===== src/timer16_irq_pkg.sv =====
package timer16_irq_pkg;

    // ***********************************************
    // flag and enable bit layout, shared by all regs
    // ***********************************************
    localparam int         CAPTURE_BIT = 5;
    localparam int         CMPB_BIT    = 2;
    localparam int         CMPA_BIT    = 1;
    localparam int         OVF_BIT     = 0;
    localparam logic [7:0] IMPL_BITS   = 8'h27;

    // ***********************************************
    // register indices, byte address is index * 4
    // ***********************************************
    localparam logic [7:0] IDX_T1_FLAGS = 8'h36;
    localparam logic [7:0] IDX_T3_FLAGS = 8'h38;
    localparam logic [7:0] IDX_T1_MASK  = 8'h6f;
    localparam logic [7:0] IDX_T3_MASK  = 8'h71;
    localparam logic [7:0] IDX_T1_CLR   = 8'h40;
    localparam logic [7:0] IDX_T3_CLR   = 8'h41;
    localparam int         ADDR_W       = 10;
    localparam int         IDX_LSB      = 2;

    // ***********************************************
    // reset values and counter constants
    // ***********************************************
    localparam logic [7:0]  FLAGS_RST = 8'h00;
    localparam logic [7:0]  MASK_RST  = 8'h00;
    localparam logic [15:0] COUNT_MAX = 16'hffff;
    localparam logic [3:0]  MODE_NORMAL  = 4'h0;
    localparam logic [3:0]  MODE_CTC_OCR = 4'h4;
    localparam logic [3:0]  MODE_CTC_ICR = 4'hc;
    localparam logic [3:0]  MODE_PC_ICR  = 4'h8;
    localparam logic [3:0]  MODE_PFC_ICR = 4'ha;
    localparam logic [3:0]  MODE_FST_ICR = 4'he;

    // ***********************************************
    // carriers
    // ***********************************************
    typedef struct packed {
        logic [15:0] counter;
        logic [15:0] cmp_a;
        logic [15:0] cmp_b;
        logic [3:0]  waveform_mode_sel;
        logic        tick;
        logic        cap_evt;
        logic        ovf_evt;
    } unit_in_t;

    typedef struct packed {
        logic [ADDR_W-1:0] address;
        logic              read;
        logic              write;
        logic [31:0]       writedata;
    } avs_req_t;

    typedef enum logic [1:0] {
        BUS_IDLE = 2'b01,
        BUS_ACK  = 2'b10
    } bus_state_t;

    typedef struct packed {
        bus_state_t        bus;
        logic [7:0]        rdata;
        logic [1:0][7:0]   flags;
        logic [1:0][7:0]   mask;
        logic [1:0][15:0]  cap;
        logic [1:0]        pend_a;
        logic [1:0]        pend_b;
    } state_t;

endpackage


===== src/timer16_irq.sv =====
// Summary of operation
// RL1: request needs flag, enable and global enable
// RL2: bits 7:6 and 4:3 read zero
// RL3: bit5 capture, bit2 cmpB, bit1 cmpA, bit0 ovf
// RL4: capture pin event sets capture flag
// RL5: capture-as-top mode: flag at top
// RL6: vector execution clears its flag
// RL7: writing one clears the flag
// RL8: writing zero leaves flags untouched
// RL9: compare flag set one tick after match
// RL10: forced compare strobe sets no flag
// RL11: overflow flag on wrap in normal, clear-on-match
// RL12: capture copies counter into capture register
//
// Implementation choice: the Avalon-MM register port.
module timer16_irq (
    // clock and reset
    input  wire logic                               REF_CLK_I,
    input  wire logic                               RESET_N_I,
    // avalon-mm slave
    input  wire timer16_irq_pkg::avs_req_t          AVS_I,
    output logic [31:0]                             AVS_READDATA_O,
    output logic                                    AVS_WAITREQUEST_O,
    // timer units, index 0 is unit 1, index 1 is unit 3
    input  wire timer16_irq_pkg::unit_in_t [1:0]    UNIT_I,
    input  wire logic [1:0][7:0]                    VEC_ACK_I,
    input  wire logic                               GIE_I,
    // requests and captured values
    output logic [1:0][7:0]                         IRQ_REQ_O,
    output logic [1:0][15:0]                        CAPTURE_REG_O,
    output logic                                    INT_O
);

    // ***********************************************
    // helpers
    // ***********************************************

    // modes in which the capture register is top
    function automatic logic icr_top(input logic [3:0] m);
        return m == timer16_irq_pkg::MODE_CTC_ICR
            || m == timer16_irq_pkg::MODE_PC_ICR
            || m == timer16_irq_pkg::MODE_PFC_ICR
            || m == timer16_irq_pkg::MODE_FST_ICR;
    endfunction

    // modes in which overflow is a plain wrap
    function automatic logic wrap_mode(input logic [3:0] m);
        return m == timer16_irq_pkg::MODE_NORMAL
            || m == timer16_irq_pkg::MODE_CTC_OCR
            || m == timer16_irq_pkg::MODE_CTC_ICR;
    endfunction

    // gated requests of one unit
    function automatic logic [7:0] req_of(input logic [7:0] f,
                                          input logic [7:0] m,
                                          input logic       g);
        return f & m & {8{g}};
    endfunction

    // ***********************************************
    // state and decode signals
    // ***********************************************
    timer16_irq_pkg::state_t s_reg;
    timer16_irq_pkg::state_t s_next;
    logic [1:0][7:0]         set_v;
    logic [1:0][7:0]         clr_v;
    logic [1:0]              mask_wr;
    logic [7:0]              idx;
    logic                    req;
    logic                    take;
    logic [7:0]              wbyte;

    assign idx   = AVS_I.address[timer16_irq_pkg::ADDR_W-1:
                                 timer16_irq_pkg::IDX_LSB];
    assign req   = AVS_I.read | AVS_I.write;
    assign take  = s_reg.bus == timer16_irq_pkg::BUS_ACK;
    assign wbyte = AVS_I.writedata[7:0];

    // ***********************************************
    // flag set events per unit
    // ***********************************************

    // force strobes never reach this path, only true equality
    always_comb
    begin
        set_v = '0;
        for (int u = 0; u < 2; u++)
        begin
            if (icr_top(UNIT_I[u].waveform_mode_sel))
            begin
                // pin is disconnected, flag marks top instead
                set_v[u][timer16_irq_pkg::CAPTURE_BIT] =
                    UNIT_I[u].tick
                    && UNIT_I[u].counter == s_reg.cap[u];   // RL5
            end
            else
            begin
                set_v[u][timer16_irq_pkg::CAPTURE_BIT] =
                    UNIT_I[u].cap_evt;                      // RL4
            end
            set_v[u][timer16_irq_pkg::CMPA_BIT] =
                UNIT_I[u].tick && s_reg.pend_a[u];          // RL9 RL10
            set_v[u][timer16_irq_pkg::CMPB_BIT] =
                UNIT_I[u].tick && s_reg.pend_b[u];          // RL9 RL10
            if (wrap_mode(UNIT_I[u].waveform_mode_sel))
            begin
                set_v[u][timer16_irq_pkg::OVF_BIT] =
                    UNIT_I[u].tick && UNIT_I[u].counter
                    == timer16_irq_pkg::COUNT_MAX;          // RL11
            end
            else
            begin
                // other modes: counter reports per its table
                set_v[u][timer16_irq_pkg::OVF_BIT] =
                    UNIT_I[u].ovf_evt;                      // RL11
            end
        end
    end

    // ***********************************************
    // bus write decode
    // ***********************************************

    // only ones clear; ack from the core clears as well
    always_comb
    begin
        clr_v   = VEC_ACK_I;                                // RL6
        mask_wr = '0;
        if (take && AVS_I.write)
        begin
            if (idx == timer16_irq_pkg::IDX_T1_FLAGS
                || idx == timer16_irq_pkg::IDX_T1_CLR)
            begin
                clr_v[0] = clr_v[0] | wbyte;                // RL7 RL8
            end
            else if (idx == timer16_irq_pkg::IDX_T3_FLAGS
                     || idx == timer16_irq_pkg::IDX_T3_CLR)
            begin
                clr_v[1] = clr_v[1] | wbyte;                // RL7 RL8
            end
            else if (idx == timer16_irq_pkg::IDX_T1_MASK)
            begin
                mask_wr[0] = 1'b1;
            end
            else if (idx == timer16_irq_pkg::IDX_T3_MASK)
            begin
                mask_wr[1] = 1'b1;
            end
        end
    end

    // ***********************************************
    // next state
    // ***********************************************
    always_comb
    begin
        s_next = s_reg;
        for (int u = 0; u < 2; u++)
        begin
            // set beats clear so no event is lost
            s_next.flags[u] = ((s_reg.flags[u] & ~clr_v[u])
                              | set_v[u])
                              & timer16_irq_pkg::IMPL_BITS; // RL2 RL3
            if (mask_wr[u])
            begin
                s_next.mask[u] = wbyte
                                 & timer16_irq_pkg::IMPL_BITS; // RL2
            end
            if (UNIT_I[u].tick)
            begin
                // remember the match until the next timer tick
                s_next.pend_a[u] = UNIT_I[u].counter
                                   == UNIT_I[u].cmp_a;      // RL9
                s_next.pend_b[u] = UNIT_I[u].counter
                                   == UNIT_I[u].cmp_b;      // RL9
            end
            if (!icr_top(UNIT_I[u].waveform_mode_sel)
                && UNIT_I[u].cap_evt)
            begin
                s_next.cap[u] = UNIT_I[u].counter;          // RL12
            end
        end
        // two-cycle access: decode, then answer
        case (s_reg.bus)
            timer16_irq_pkg::BUS_IDLE:
            begin
                if (req)
                begin
                    s_next.bus = timer16_irq_pkg::BUS_ACK;
                    if (idx == timer16_irq_pkg::IDX_T1_FLAGS)
                        s_next.rdata = s_reg.flags[0];
                    else if (idx == timer16_irq_pkg::IDX_T3_FLAGS)
                        s_next.rdata = s_reg.flags[1];
                    else if (idx == timer16_irq_pkg::IDX_T1_MASK)
                        s_next.rdata = s_reg.mask[0];
                    else if (idx == timer16_irq_pkg::IDX_T3_MASK)
                        s_next.rdata = s_reg.mask[1];
                    else
                        s_next.rdata = 8'h00;
                end
            end
            timer16_irq_pkg::BUS_ACK:
            begin
                s_next.bus = timer16_irq_pkg::BUS_IDLE;
            end
            default:
            begin
                s_next.bus = timer16_irq_pkg::BUS_IDLE;
            end
        endcase
    end

    // ***********************************************
    // state register
    // ***********************************************
    always_ff @(posedge REF_CLK_I)
    begin
        if (!RESET_N_I)
        begin
            s_reg.bus    <= timer16_irq_pkg::BUS_IDLE;
            s_reg.rdata  <= 8'h00;
            s_reg.flags  <= {2{timer16_irq_pkg::FLAGS_RST}};
            s_reg.mask   <= {2{timer16_irq_pkg::MASK_RST}};
            s_reg.cap    <= '0;
            s_reg.pend_a <= '0;
            s_reg.pend_b <= '0;
        end
        else
        begin
            s_reg <= s_next;
        end
    end

    // ***********************************************
    // outputs
    // ***********************************************

    // requests are levels, the core samples them itself
    assign IRQ_REQ_O[0]      = req_of(s_reg.flags[0], s_reg.mask[0],
                                      GIE_I);               // RL1
    assign IRQ_REQ_O[1]      = req_of(s_reg.flags[1], s_reg.mask[1],
                                      GIE_I);               // RL1
    assign INT_O             = |IRQ_REQ_O;
    assign CAPTURE_REG_O     = s_reg.cap;
    assign AVS_READDATA_O    = {24'h00_0000, s_reg.rdata};  // RL2
    assign AVS_WAITREQUEST_O = req && !take;

    // helper: unit 1 matched on its last tick, kept apart from pend_a
    logic cmpa_armed;
    always_ff @(posedge REF_CLK_I)
    begin
        if (!RESET_N_I)
            cmpa_armed <= 1'b0;
        else if (UNIT_I[0].tick)
            cmpa_armed <= UNIT_I[0].counter == UNIT_I[0].cmp_a;
    end
endmodule


===== config.mk =====
export PLATFORM = sky130hd
export DESIGN_NAME = timer16_irq
export DESIGN_NICKNAME = d
export VERILOG_FILES = /design/src/timer16_irq_pkg.sv /design/src/timer16_irq.sv
export SDC_FILE = /design/constraint.sdc
export NUM_CORES = 1
export LEC_CHECK = 0
export ABC_AREA = 1
export BUFFER_PORTS_ARGS = -buffer_cell sky130_fd_sc_hd__buf_2
export CAP_MARGIN = 20
export CORE_AREA = 2 2 85 127
export CTS_CLUSTER_DIAMETER = 40
export DETAILED_ROUTE_END_ITERATION = 12
export DIE_AREA = 0 0 87 129
export PLACE_DENSITY = 0.83
export SYNTH_ARGS = -nofsm -noshare
export SYNTH_HDL_FRONTEND = slang
export SYNTH_SLANG_ARGS = --single-unit
export TNS_END_PERCENT = 100

===== constraint.sdc =====
create_clock -name REF_CLK_I -period 1.4 [get_ports REF_CLK_I]
set_input_delay 0.21 -clock REF_CLK_I [delete_from_list [all_inputs] [get_ports REF_CLK_I]]
set_output_delay 0.21 -clock REF_CLK_I [all_outputs]
set_load 0.05 [all_outputs]

==> impl_metrics.toml <==
[power]
p_leak_nw = 2.89
switching_share_pct = 32.8
power_switching_mw = 1.85
ir_drop_mv = 0.617
power_mw = 5.65
p_comb_share_pct = 26.3
power.share.clock_pct = 41.7
power_frac_seq_pct = 32.0
p_per_area_nw_per_um2 = 999
internal_power_mw = 3.80

[grt]
grt_max_degree = 38
grt.total_usage_pct = 23.1
grt_overflow_total = 0
antenna_found_initial = 0
grt_pass1_vias = 4692
grt_pass1_wl_um = 20400

[critical_path]
worst_path_max_delay_cell = "dfxtp_1"
startpoint_type = "flip-flop"
worstRegToRegCells = 7
crit_type = "flip-flop to primary output"
critPathLaunch = "s_reg[44]"
crit_path_frequent_cell = "nand2_2"
crit_chain = "nand2_2 -> nor2_4 -> nor4_2 -> buf_4 -> nand2_2 -> buf_8"
arrival_ns = 1.38
endpoint_kind = "primary output"
cp.required_ns = 1.19
cpPeakStageDelay_ns = 0.34
r2r_slack_ns = 0.19
crit_path_max_fanout = 3
timing.rr.start = "s_reg[76]"
r2r-end = "s_reg[57]"
crit_path_end = "INT_O"

[clocking]
numCtsBuffers = 9
tritoncts = "yes"
cts_num_sinks = 58
insertion_delay_ns = 0.33
hold_buffers = 0
cts-root-buf = "clkbuf_16"
path_clk_slew_ns = 0.05
cts.htree.levels = 3
clock_path_buffers = 2

[detailed_routing]
wl_per_cell_um = 13.2
totalWireLength_um = 13100
vias = 4914
drt-pass1-iter-count = 5
via_per_inst = 4.94
drc = 0
ant_nets = 0
drtIter0Drc = 289

[finish]
drive_gt1_share_pct = 28.7
final_cells = 994
largest_reg_flops = 32
num-fill-cells = 991
nNetsFinal = 1045
layout_common_cells = "172 x buf_2, 143 x nand2_1, 80 x inv_1, 79 x nor2_1, 66 x o21ai_0"
fin_util_pct = 56.1
multiInputGateArea_um2 = 2580
antenna_cells = 0
ff_latch_area_um2 = 1160
layout-area-overhead-vs-synth_pct = 27.2
final_common_cell = "buf_2"

[timing]
finalSetupViolCount = 1
rsz0062_at_grt = "yes"
drv_slew = 0
min_period_ns = 1.59
setup_ws_ns = -0.193
clock.fmax_mhz = 628
period_share_pct = 114
hold_viol_final = 0
clock_skew_ns = 0.00635

[synthesis]
synth-seq-cells = 58
netlist_instances = 708
synth_warnings = 0
synth.avg_cell_area_um2 = 6.28
ys_types = 29
synthArstFlopShare_pct = 0
synth_ff_type = "dfxtp_1"
synth-seq-area-share_pct = 26.1
synth_edf_count = 0
syn_area_um2 = 4440

[job]
cap_violations = 0

[die]
rows = 45
die_area_um2 = 11200
start_util_pct = 44.1
die_y_um = 129
die_x_um = 87
coreArea_um2 = 10100
boundaryPins = 255

[min_path]
hold_path.class = "input pin to flip-flop"

[placement]
hpwl_um = 10700
portBuffers = 180
dp.cells = 976
gp_congestion = 0.940
place_ws_ns = -0.0905

[outcome]
status = "finished, violations left"
violations = "negative setup slack"
power groups by stage:
stage	registers [mW]	logic [mW]	clock network (mW)
floorplan	1.82	1.16	0
global placement	1.83	1.46	0
detailed placement	1.83	1.48	0
CTS	1.80	1.48	2.39
global route	1.82	1.62	2.46
finish	1.81	1.49	2.36
cell type report:
type | count | share of cell area [%]
multi-input combinational | 516 | 45.7
sequential | 58 | 20.6
timing repair buffer | 203 | 19.8
inverter | 84 | 5.64
clock buffer | 11 | 4.29
tap | 117 | 2.59
clock inverter | 5 | 1.37
per-layer routing:
metal	global-route usage (%)	vias to the layer above	share of wire [%]
li1	-	2463	-
met2	40.7	220	51
met5	0	-	0
met4	15.4	0	5.1
met3	4.17	55	6.0
met1	24.5	2176	38
cells in the mapped netlist, types with 3 or more instances:
master | n | area share [%]
a21oi_1 | 52 | 5.9
buf_2 | 3 | 0.34
buf_4 | 73 | 12
clkbuf_1 | 7 | 0.59
dfxtp_1 | 58 | 26
inv_1 | 83 | 7.0
nand2_1 | 147 | 12
nand2_2 | 3 | 0.42
nand3_1 | 32 | 3.6
nand3b_1 | 7 | 1.2
nand4_1 | 11 | 1.5
nor2_1 | 86 | 7.3
nor3_1 | 6 | 0.68
o21ai_0 | 66 | 7.4
o21ai_1 | 8 | 0.90
or2_2 | 5 | 0.70
xnor2_1 | 25 | 4.9
xor2_1 | 22 | 4.3
worst min path at each step:
stage,from,to,depth (start not counted)
after floorplan,UNIT_I[2],s_reg[53],2
after global placement,AVS_READDATA_O[5],AVS_READDATA_O[5],2
after detailed placement,s_reg[1],s_reg[62],2
after CTS,UNIT_I[57],s_reg[61],3
after global routing,VEC_ACK_I[10],s_reg[62],3
final,UNIT_I[57],s_reg[61],3
stage by stage:
stage | hold WS, ns | TNS (ns) | cell area (µm²)
after floorplan | 0.350 | -0.0998 | 4650
after global placement | 0.449 | -0.0898 | 5270
after detailed placement | 0.449 | -0.0905 | 5270
after CTS | 0.131 | -0.214 | 5630
after global routing | 0.167 | -0.279 | 5650
final | 0.139 | -0.193 | 5650
critical path, delay by kind of cell, from the launching register on:
family | cells | cell delay, ns
flops | 1 | 0.34
buf+inv | 2 | 0.31
simple gates | 4 | 0.41
logic make-up after synthesis:
group / after synthesis / share of synthesized area (%)
compound gates: 127 / 14.4
xor+xnor: 47 / 9.26
buf+inv: 169 / 20.6
flops: 58 / 26.1
other cells: 1 / 0.0844
simple gates: 306 / 29.6
what timing repair did:
item                                    in CTS  in global routing
resized for setup                           13                 11
buffers inserted                             2                  0
pin swaps                                    2                  1
endpoints found under the setup margin       4                  7
Note: power is estimated with default switching activity, not from simulation.
